`config.mk`:
```
export PLATFORM = sky130hd
export DESIGN_NAME = acv_ctrl
export DESIGN_NICKNAME = d
export VERILOG_FILES = /design/src/common/acv_pkg.sv /design/src/design/acv_clkdiv.sv /design/src/design/acv_round.sv /design/src/design/acv_ctrl.sv
export SDC_FILE = /design/constraint.sdc
export NUM_CORES = 1
export LEC_CHECK = 0
export BUFFER_PORTS_ARGS = -buffer_cell sky130_fd_sc_hd__buf_2
export CORE_MARGIN = 2
export CORE_UTILIZATION = 46
export DETAILED_ROUTE_END_ITERATION = 6
export PLACE_DENSITY = 0.69
export SLEW_MARGIN = 20
export SYNTH_ARGS = -nofsm -noshare
export SYNTH_HDL_FRONTEND = slang
export SYNTH_SLANG_ARGS = --single-unit
```
`constraint.sdc`:
```
create_clock -name pclk -period 2.3 [get_ports pclk]
set_clock_uncertainty 0.1 [all_clocks]
set_input_delay 0.46 -clock pclk [delete_from_list [all_inputs] [get_ports pclk]]
set_output_delay 0.46 -clock pclk [all_outputs]
set_load 0.01 [all_outputs]
```
`src/common/acv_pkg.sv`:
```
// Package with register map, field layout, timing and shared types for the converter control
package acv_pkg;

   // Register byte offsets
   localparam logic [11:0] ACV_STATUS_CONTROL_OFF = 12'h000;
   localparam logic [11:0] ACV_RESULT_HIGH_OFF    = 12'h004;
   localparam logic [11:0] ACV_RESULT_LOW_OFF     = 12'h008;
   localparam logic [11:0] ACV_CONFIG_OFF         = 12'h00C;
   localparam logic [11:0] ACV_IRQ_STATUS_OFF     = 12'h010;
   localparam logic [11:0] ACV_IRQ_MASK_OFF       = 12'h014;
   localparam logic [11:0] ACV_SAR_DATA_OFF       = 12'h018;

   // Status/control field positions
   localparam int ACV_CH_LSB      = 0;
   localparam int ACV_CH_W        = 5;
   localparam int ACV_CONT_BIT    = 5;
   localparam int ACV_IEN_BIT     = 6;
   localparam int ACV_COMPLETE_BIT = 7;

   // Config field positions
   localparam int ACV_ASYNC_BIT   = 0;
   localparam int ACV_LONG_BIT    = 1;
   localparam int ACV_HWTRIG_BIT  = 2;
   localparam int ACV_BUSY_BIT    = 3;
   localparam int ACV_LOWPWR_BIT  = 4;
   localparam int ACV_DIV_LSB     = 8;
   localparam int ACV_DIV_W       = 8;

   // Interrupt status layout
   localparam int ACV_EV_DONE     = 0;
   localparam int ACV_EV_ABORT    = 1;
   localparam int ACV_EV_W        = 2;

   // Reset values
   localparam logic [7:0] ACV_SC_RESET  = 8'h1F;
   localparam logic [7:0] ACV_DIV_RESET = 8'h03;

   // Channel code that turns the converter off
   localparam logic [4:0] ACV_CH_OFF = 5'h1F;

   // Sample window in half converter-clock cycles: 3.5 and 23.5 cycles
   localparam int ACV_SAMPLE_SHORT_HALF = 7;
   localparam int ACV_SAMPLE_LONG_HALF  = 47;
   localparam int ACV_RES_BITS          = 10;
   localparam int ACV_CODES             = 1024;

   typedef enum logic [2:0]
   {
      ACV_IDLE   = 3'b000,
      ACV_SAMPLE = 3'b001,
      ACV_CONV   = 3'b011,
      ACV_XFER   = 3'b010
   } acv_state_t;

   // Converter configuration carried as one group
   typedef struct packed
   {
      logic       async_clock_select;
      logic       long_sample_select;
      logic       hw_trigger_mode_bit;
      logic [7:0] div;
   } acv_cfg_t;

endpackage : acv_pkg

```
`src/design/acv_clkdiv.sv`:
```
// Enable divider producing half converter-clock pulses
`timescale 1ns/1ps
`default_nettype none
module acv_clkdiv
   import acv_pkg::*;
#(
   parameter int DW = 8
)
(
   input  wire logic          pclk,
   input  wire logic          presetn,
   input  wire logic          run,
   input  wire logic [DW-1:0] div,
   output logic              half_tick
);
   logic [DW-1:0] cnt_q;
   logic [DW-1:0] cnt_d;
   logic          wrap;

   // Count down reload; each wrap is one half converter-clock cycle
   assign wrap  = (cnt_q == '0);
   assign cnt_d = wrap ? div : cnt_q - DW'(1);

   always_ff @(posedge pclk or negedge presetn)
   begin
      if (!presetn)
      begin
         cnt_q     <= '0;
         half_tick <= 1'b0;
      end
      else
      begin
         cnt_q     <= run ? cnt_d : div;
         half_tick <= run & wrap;
      end
   end
endmodule : acv_clkdiv
`default_nettype wire

```
`src/design/acv_round.sv`:
```
// Rounds the extended approximation word to the nearest result code
`timescale 1ns/1ps
`default_nettype none
module acv_round
   import acv_pkg::*;
#(
   parameter int RW = 10
)
(
   input  wire logic [RW:0]   raw,
   output logic      [RW-1:0] code
);
   logic [RW:0] sum;

   // Add half a step then saturate at the top code
   assign sum  = {1'b0, raw[RW:1]} + {{RW{1'b0}}, raw[0]};
   assign code = sum[RW] ? {RW{1'b1}} : sum[RW-1:0];
endmodule : acv_round
`default_nettype wire

```
`src/design/acv_ctrl.sv`:
```
// Converter control: conversion sequencing, low-power modes, interrupts and APB registers
`timescale 1ns/1ps
`default_nettype none
module acv_ctrl
   import acv_pkg::*;
#(
   parameter int RES_W = ACV_RES_BITS
)
(
   input  wire logic        pclk,
   input  wire logic        presetn,
   input  wire logic        psel,
   input  wire logic        penable,
   input  wire logic        pwrite,
   input  wire logic [11:0] paddr,
   input  wire logic [31:0] pwdata,
   output logic      [31:0] prdata,
   output logic             pready,
   output logic             pslverr,
   input  wire logic        stop_mode,
   input  wire logic        wait_mode,
   input  wire logic        hw_trigger,
   input  wire logic        comparator_in,
   output logic      [RES_W:0] sar_trial,
   output logic             converter_on,
   output logic      [4:0]  channel_out,
   output logic             conv_irq,
   output logic             irq
);
   // Synchronised pin inputs
   logic [1:0] stop_s_q;
   logic [1:0] trig_s_q;
   logic [1:0] cmp_s_q;
   logic       trig_prev_q;

   // Software registers
   logic [7:0]        sc_q;
   acv_cfg_t          cfg_q;
   logic [RES_W-1:0]  result_q;
   logic [ACV_EV_W-1:0] ist_q;
   logic [ACV_EV_W-1:0] imask_q;
   logic              conv_irq_q;
   logic              stopped_q;

   // Conversion engine
   acv_state_t        state_q;
   logic [5:0]        half_cnt_q;
   logic [RES_W:0]    sar_q;
   logic [RES_W:0]    bit_q;
   logic [RES_W-1:0]  rounded;
   logic              half_tick;

   // Bus decode
   wire acc      = psel & penable;
   wire wr       = acc & pwrite;
   wire rd       = acc & ~pwrite;
   wire sel_sc   = (paddr == ACV_STATUS_CONTROL_OFF);
   wire sel_rh   = (paddr == ACV_RESULT_HIGH_OFF);
   wire sel_rl   = (paddr == ACV_RESULT_LOW_OFF);
   wire sel_cfg  = (paddr == ACV_CONFIG_OFF);
   wire sel_ist  = (paddr == ACV_IRQ_STATUS_OFF);
   wire sel_msk  = (paddr == ACV_IRQ_MASK_OFF);
   wire sel_sar  = (paddr == ACV_SAR_DATA_OFF);
   wire mapped   = sel_sc | sel_rh | sel_rl | sel_cfg | sel_ist | sel_msk | sel_sar;
   wire sc_wr    = wr & sel_sc;
   wire rl_rd    = rd & sel_rl;
   wire rh_rd    = rd & sel_rh;

   // Field views
   wire [4:0] chan      = sc_q[ACV_CH_LSB +: ACV_CH_W];
   wire       cont_sel  = sc_q[ACV_CONT_BIT];
   wire       ien       = sc_q[ACV_IEN_BIT];
   wire [4:0] new_chan  = pwdata[ACV_CH_LSB +: ACV_CH_W];
   wire       stop_now  = stop_s_q[1];
   wire       trig_edge = trig_s_q[1] & ~trig_prev_q;

   // Stop without async clock kills conversions; with it they go on
   wire stop_abort = stop_now & ~cfg_q.async_clock_select;
   wire busy       = (state_q != ACV_IDLE);
   wire sc_start   = sc_wr & (new_chan != ACV_CH_OFF);
   wire hw_start   = cfg_q.hw_trigger_mode_bit & trig_edge & ~stopped_q
                     & (chan != ACV_CH_OFF);
   wire done       = (state_q == ACV_XFER);
   // Continuous restarts; wait mode does not gate the engine
   wire cont_next  = done & cont_sel & ~sc_wr & ~stop_abort;
   wire start      = (sc_start | hw_start | cont_next) & ~stop_abort;
   wire [5:0] sample_len = cfg_q.long_sample_select ? 6'(ACV_SAMPLE_LONG_HALF)
                                                    : 6'(ACV_SAMPLE_SHORT_HALF);
   wire cmp_hi     = cmp_s_q[1];
   wire [ACV_EV_W-1:0] ev = {busy & (stop_abort | sc_wr), done};

   // Two-stage synchronisers for pins
   always_ff @(posedge pclk or negedge presetn)
   begin
      if (!presetn)
      begin
         stop_s_q    <= 2'b00;
         trig_s_q    <= 2'b00;
         cmp_s_q     <= 2'b00;
         trig_prev_q <= 1'b0;
      end
      else
      begin
         stop_s_q    <= {stop_s_q[0], stop_mode};
         trig_s_q    <= {trig_s_q[0], hw_trigger};
         cmp_s_q     <= {cmp_s_q[0], comparator_in};
         trig_prev_q <= trig_s_q[1];
      end
   end

   // Half converter-clock enable pulses
   acv_clkdiv #(.DW(ACV_DIV_W)) i_acv_clkdiv
   (
      .pclk      (pclk),
      .presetn   (presetn),
      .run       (busy),
      .div       (cfg_q.div),
      .half_tick (half_tick)
   );

   // Nearest-code rounding of the extended word
   acv_round #(.RW(RES_W)) i_acv_round
   (
      .raw  (sar_q),
      .code (rounded)
   );

   // Sequencer: sample window then one trial bit per converter clock
   always_ff @(posedge pclk or negedge presetn)
   begin
      if (!presetn)
      begin
         state_q    <= ACV_IDLE;
         half_cnt_q <= '0;
         sar_q      <= '0;
         bit_q      <= '0;
      end
      else if (stop_abort || sc_wr)
      begin
         state_q    <= sc_start && !stop_abort ? ACV_SAMPLE : ACV_IDLE;
         half_cnt_q <= '0;
         sar_q      <= '0;
         bit_q      <= {1'b1, {RES_W{1'b0}}};
      end
      else
      begin
         case (state_q)
            ACV_IDLE:
            begin
               if (start)
               begin
                  state_q    <= ACV_SAMPLE;
                  half_cnt_q <= '0;
                  sar_q      <= '0;
                  bit_q      <= {1'b1, {RES_W{1'b0}}};
               end
            end
            ACV_SAMPLE:
            begin
               if (half_tick)
               begin
                  half_cnt_q <= half_cnt_q + 6'd1;
                  if (half_cnt_q == sample_len - 6'd1)
                  begin
                     state_q    <= ACV_CONV;
                     half_cnt_q <= '0;
                  end
               end
            end
            ACV_CONV:
            begin
               // Bit decision on every second half tick (one converter clock)
               if (half_tick)
               begin
                  half_cnt_q <= {5'd0, ~half_cnt_q[0]};
                  if (half_cnt_q[0])
                  begin
                     sar_q <= cmp_hi ? (sar_q | bit_q) : sar_q;
                     bit_q <= bit_q >> 1;
                     if (bit_q[0])
                        state_q <= ACV_XFER;
                  end
               end
            end
            ACV_XFER:
            begin
               // Single mode falls back to low-power idle on its own
               state_q    <= cont_next ? ACV_SAMPLE : ACV_IDLE;
               half_cnt_q <= '0;
               sar_q      <= '0;
               bit_q      <= {1'b1, {RES_W{1'b0}}};
            end
            default:
               state_q <= ACV_IDLE;
         endcase
      end
   end

   // Software registers and result holding
   always_ff @(posedge pclk or negedge presetn)
   begin
      if (!presetn)
      begin
         sc_q      <= ACV_SC_RESET;
         cfg_q     <= '{1'b0, 1'b0, 1'b0, ACV_DIV_RESET};
         result_q  <= '0;
         stopped_q <= 1'b0;
      end
      else
      begin
         if (sc_wr)
            sc_q[ACV_IEN_BIT:0] <= pwdata[ACV_IEN_BIT:0];
         // Completion sets over any same-cycle clear
         if (done)
            sc_q[ACV_COMPLETE_BIT] <= 1'b1;
         else if (sc_wr || rl_rd)
            sc_q[ACV_COMPLETE_BIT] <= 1'b0;
         if (wr && sel_cfg)
         begin
            cfg_q.async_clock_select  <= pwdata[ACV_ASYNC_BIT];
            cfg_q.long_sample_select  <= pwdata[ACV_LONG_BIT];
            cfg_q.hw_trigger_mode_bit <= pwdata[ACV_HWTRIG_BIT];
            cfg_q.div                 <= pwdata[ACV_DIV_LSB +: ACV_DIV_W];
         end
         // Results change only when a conversion completes
         if (done)
            result_q <= rounded;
         // Once aborted by stop, only a control write rearms
         if (stop_abort)
            stopped_q <= 1'b1;
         else if (sc_wr)
            stopped_q <= 1'b0;
      end
   end

   // Conversion interrupt line and sticky event status
   always_ff @(posedge pclk or negedge presetn)
   begin
      if (!presetn)
      begin
         conv_irq_q <= 1'b0;
         ist_q      <= '0;
         imask_q    <= '0;
      end
      else
      begin
         if (done && ien)
            conv_irq_q <= 1'b1;
         else if (sc_wr || rl_rd || rh_rd)
            conv_irq_q <= 1'b0;
         ist_q <= ev | (ist_q & ~((wr && sel_ist) ? pwdata[ACV_EV_W-1:0] : '0));
         if (wr && sel_msk)
            imask_q <= pwdata[ACV_EV_W-1:0];
      end
   end

   // Read data selection
   wire [31:0] cfg_rd = {16'h0000, cfg_q.div, 3'b000, ~busy, busy,
                         cfg_q.hw_trigger_mode_bit, cfg_q.long_sample_select,
                         cfg_q.async_clock_select};
   wire [31:0] rd_mux =
      sel_sc  ? {24'h000000, sc_q} :
      sel_rh  ? {30'h0000000, result_q[RES_W-1:8]} :
      sel_rl  ? {24'h000000, result_q[7:0]} :
      sel_cfg ? cfg_rd :
      sel_ist ? {30'h0000000, ist_q} :
      sel_msk ? {30'h0000000, imask_q} :
      sel_sar ? {21'h00000, sar_q} : 32'h00000000;

   always_ff @(posedge pclk or negedge presetn)
   begin
      if (!presetn)
         prdata <= 32'h00000000;
      else if (psel && !penable && !pwrite)
         prdata <= rd_mux;
   end

   // Outputs
   assign pready       = 1'b1;
   assign pslverr      = acc & ~mapped;
   assign sar_trial    = sar_q | bit_q;
   assign converter_on = busy;
   assign channel_out  = chan;
   assign conv_irq     = conv_irq_q;
   assign irq          = conv_irq_q | (|(ist_q & imask_q));
endmodule : acv_ctrl
`default_nettype wire

```
==> results.cfg <==
[power_and_ir_drop]
vdd_drop_max_v = 0.0003456
powerDensity_nw_per_um2 = 575.6
p_switching_uw = 729.8
power_frac_clock_pct = 40.0
combPwrFrac_pct = 6.5
seq_power_share_pct = 53.4
switching_share_pct = 22.41
total_power_mw = 3.257
intPower_mw = 2.527
p_leak_nw = 2.717

[route]
dr.pass1.iters = 6
wl_um = 11250
wl_per_cell_um = 15.89
antenna_left = 0
drt_iter0_markers = 379
routed_via_density = 5.545
drc = 0
vias = 3926

[die]
dieArea_um2 = 11390
core-area_um2 = 10280
rows = 37
die_w_um = 106.7
initial_utilization_pct = 47.25
chipHeight_um = 106.7
io_pins = 106

[cts]
cts_tree = yes
htreeDepth = 3
cts_buffers = 9
cts_sinks = 97
path_clk_slew_ns = 0.09
cts_root_buffer = clkbuf_8
worstSkewPairLatency_ns = 0.36
cts_max_path_buffers = 2

[timing]
setup_viol_count_final = 0
drv_slew = 0
max_slew_margin_pct = 58.82
whs_ns = 0.09933
setup_slack_ns = 0.01291
worst_pin_slew_ns = 0.6165
timing.final.crit_share_pct = 99.44
max_freq_mhz = 437.2
period_minus_slack_ns = 2.287
hold_viol = 0
rsz0062_at_grt = no
setup-tns-final_ns = 0

[synthesis]
synth_top_area_share_pct = 46.38
syn_inst = 492
synth_edf_count = 0
yosys.area.top_type = dfrtp_1
yosys-top-cells-area = dfrtp_1, mux2_2, nand2_1, dfstp_2, buf_4
netlist_area_um2 = 4856
yosys_register_bits = 97
async_flop_share_pct = 100.0
synth_seq_area_share_pct = 50.17
ys.warnings.count = 0
synth_top_flop_cell = dfrtp_1
avgSynthCellArea_um2 = 9.870
synth.distinct_cells = 54

[finish]
nNetsFinal = 626
multiInputGateArea_um2 = 2186
seq_area_um2 = 2436
drive_above_1_share_pct = 27.45
finish.utilization_pct = 55.05
fillers = 918
area_growth_syn_to_layout_pct = 16.52
n_antenna_cell = 0
final_cells = 708
design_area_um2 = 5658

[flow_run]
maxCapViolations = 0

[setup_path]
endpoint_kind = register
required_ns = 2.48
path_class = input pin to register
timing.rr.start = sc_q[0]$_DFFE_PN1P_
timing.rr.end = half_cnt_q[0]$_DFFE_PN0P_
cp-start-kind = input pin
reg2reg_depth = 5
rrSetupSlack_ns = 0.26
crit_arrival_ns = 2.47
crit_path_max_fanout = 6

[grt]
grt_pass1_vias = 3733
gr-usage-met1_pct = 28.10
globalRoute.totalOverflow = 0
grtUsageTotal_pct = 20.52
grt_pass1_wl_um = 18440
antenna_found_initial = 0
grtUsageMet2_pct = 33.44
globalRoute.busiestLayer = met2
gr-usage-met3_pct = 4.438
grt_max_degree = 43

[placement]
dpl_cell_area_um2 = 5368
gp_congestion = 0.9198
post-dp-hpwl_um = 8420
preCtsSetupSlack_ns = -0.2946
place_inst = 688
numPortBuffers = 70

[hold_path]
min_path_type = input pin to register
hold_depth = 1
min_from = comparator_in
hold_end = cmp_s_q[0]$_DFF_PN0_

[run_status]
status = complete, no violations
==> worst max-delay path, cell delays in order <==
cell and delay (ns):
buf_2 0.09, or4_4 0.56, or4_4 0.53, buf_4 0.19
nor3_4 0.25, buf_4 0.17, a32oi_1 0.05, o21ai_0 0.16
==> final cells by class <==
cell class,count,area share (%)
Multi-Input combinational cell,353,38.63
Sequential cell,97,43.06
Clock inverter,7,2.057
Inverter,11,0.7298
Timing Repair Buffer,95,10.33
Clock buffer,9,2.189
Tap cell,136,3.008
==> per-layer routing <==
layer  vias to the layer above  wire, um
li1                       1859         -
met1                      1900      5041
met2                       148      5315
met3                        19       689
met4                         0       204
met5                         -         0
==> registers in the layout (all words and copies together) (netlist names), 2 cells and up <==
register	cells
imask_q	2
sar_q	11
ist_q	2
result_q	10
sc_q	8
stop_s_q	2
cmp_s_q	2
trig_s_q	2
cfg_q	11
i_acv_clkdiv.cnt_q	8
bit_q	11
state_q	2
half_cnt_q	6
prdata	16
==> repair_timing <==
action | CTS | global route
cloned | 0 | 0
setup endpoints to repair | 1 | 2
pin swaps | 1 | 2
endpoints found under the hold margin | 34 | 0
setup buffers | 2 | 1
hold buffers | 1 | 0
resized for setup | 3 | 2
==> power groups by stage <==
stage / Combinational (mW) / Sequential, mW / Clock, mW
6_report: 0.213 / 1.74 / 1.30
5_1_grt: 0.239 / 1.74 / 1.42
4_1_cts: 0.215 / 1.74 / 1.35
3_5_place_dp: 0.211 / 1.77 / 0
3_3_place_gp: 0.207 / 1.77 / 0
2_1_floorplan: 0.103 / 1.78 / 0
==> kinds of logic after synthesis <==
group | Yosys count | synth area share, %
adders and majority gates | 6 | 1.546
muxes | 30 | 6.699
DFF | 97 | 50.17
other | 2 | 0.1547
and+or+nand+nor | 182 | 19.20
xor gates and xnor gates | 13 | 2.345
buffers and inverters | 57 | 6.339
AOI/OAI and AO/OA | 105 | 13.55
==> how the worst max path moves through the flow <==
stage / start / end / cells past startpoint / slack, ns
after floorplan: paddr[0] / cfg_q[10]$_DFFE_PN0P_ / 6 / -0.17
after global placement: paddr[0] / prdata[7]$_DFFE_PN0P_ / 7 / -0.22
after CTS: paddr[9] / pslverr / 6 / 0.04
after detailed placement: paddr[0] / prdata[6]$_DFFE_PN0P_ / 7 / -0.29
after global routing: paddr[0] / prdata[4]$_DFFE_PN0P_ / 8 / 0.0007
final: paddr[0] / prdata[4]$_DFFE_PN0P_ / 8 / 0.01
==> cell usage in the layout, fill, tap and decap left out, types with 7 or more instances in the layout <==
master | netlist | final
a21oi_1 | 33 | 32
a22oi_1 | 14 | 14
and3_1 | 12 | 12
buf_2 | 0 | 69
buf_4 | 23 | 21
clkbuf_8 | 0 | 9
conb_1 | 2 | 17
dfrtp_1 | 90 | 90
dfstp_2 | 7 | 7
inv_1 | 11 | 11
mux2_2 | 20 | 20
mux2i_1 | 10 | 10
nand2_1 | 60 | 60
nand3_1 | 26 | 26
nor2_1 | 32 | 32
nor2b_1 | 7 | 7
nor3_1 | 7 | 7
o21ai_0 | 30 | 29
or2_2 | 11 | 11
xnor2_1 | 9 | 9
==> synth_stat cells (2+ instances only) <==
library cell,instances
mux2_2,20
a21oi_1,33
buf_4,23
nor2b_1,7
a32o_1,4
nand4bb_1,2
o31ai_1,2
nor3_4,2
ha_1,6
mux2i_1,10
a32oi_1,2
or4_1,3
clkbuf_1,20
nor4_1,2
nand3_1,26
xnor2_1,9
a21o_1,2
nand4_1,3
o21ai_0,30
dfstp_2,7
nor2_1,32
and2_1,5
nor4b_1,2
o22ai_1,4
buf_1,2
nand2_1,60
a222oi_1,3
or2_2,11
and3_1,12
xor2_1,4
dfrtp_1,90
nor3_1,7
a2bb2oi_1,2
inv_1,11
a22oi_1,14
conb_1,2
No activity file was read; power rests on OpenSTA's default activity.
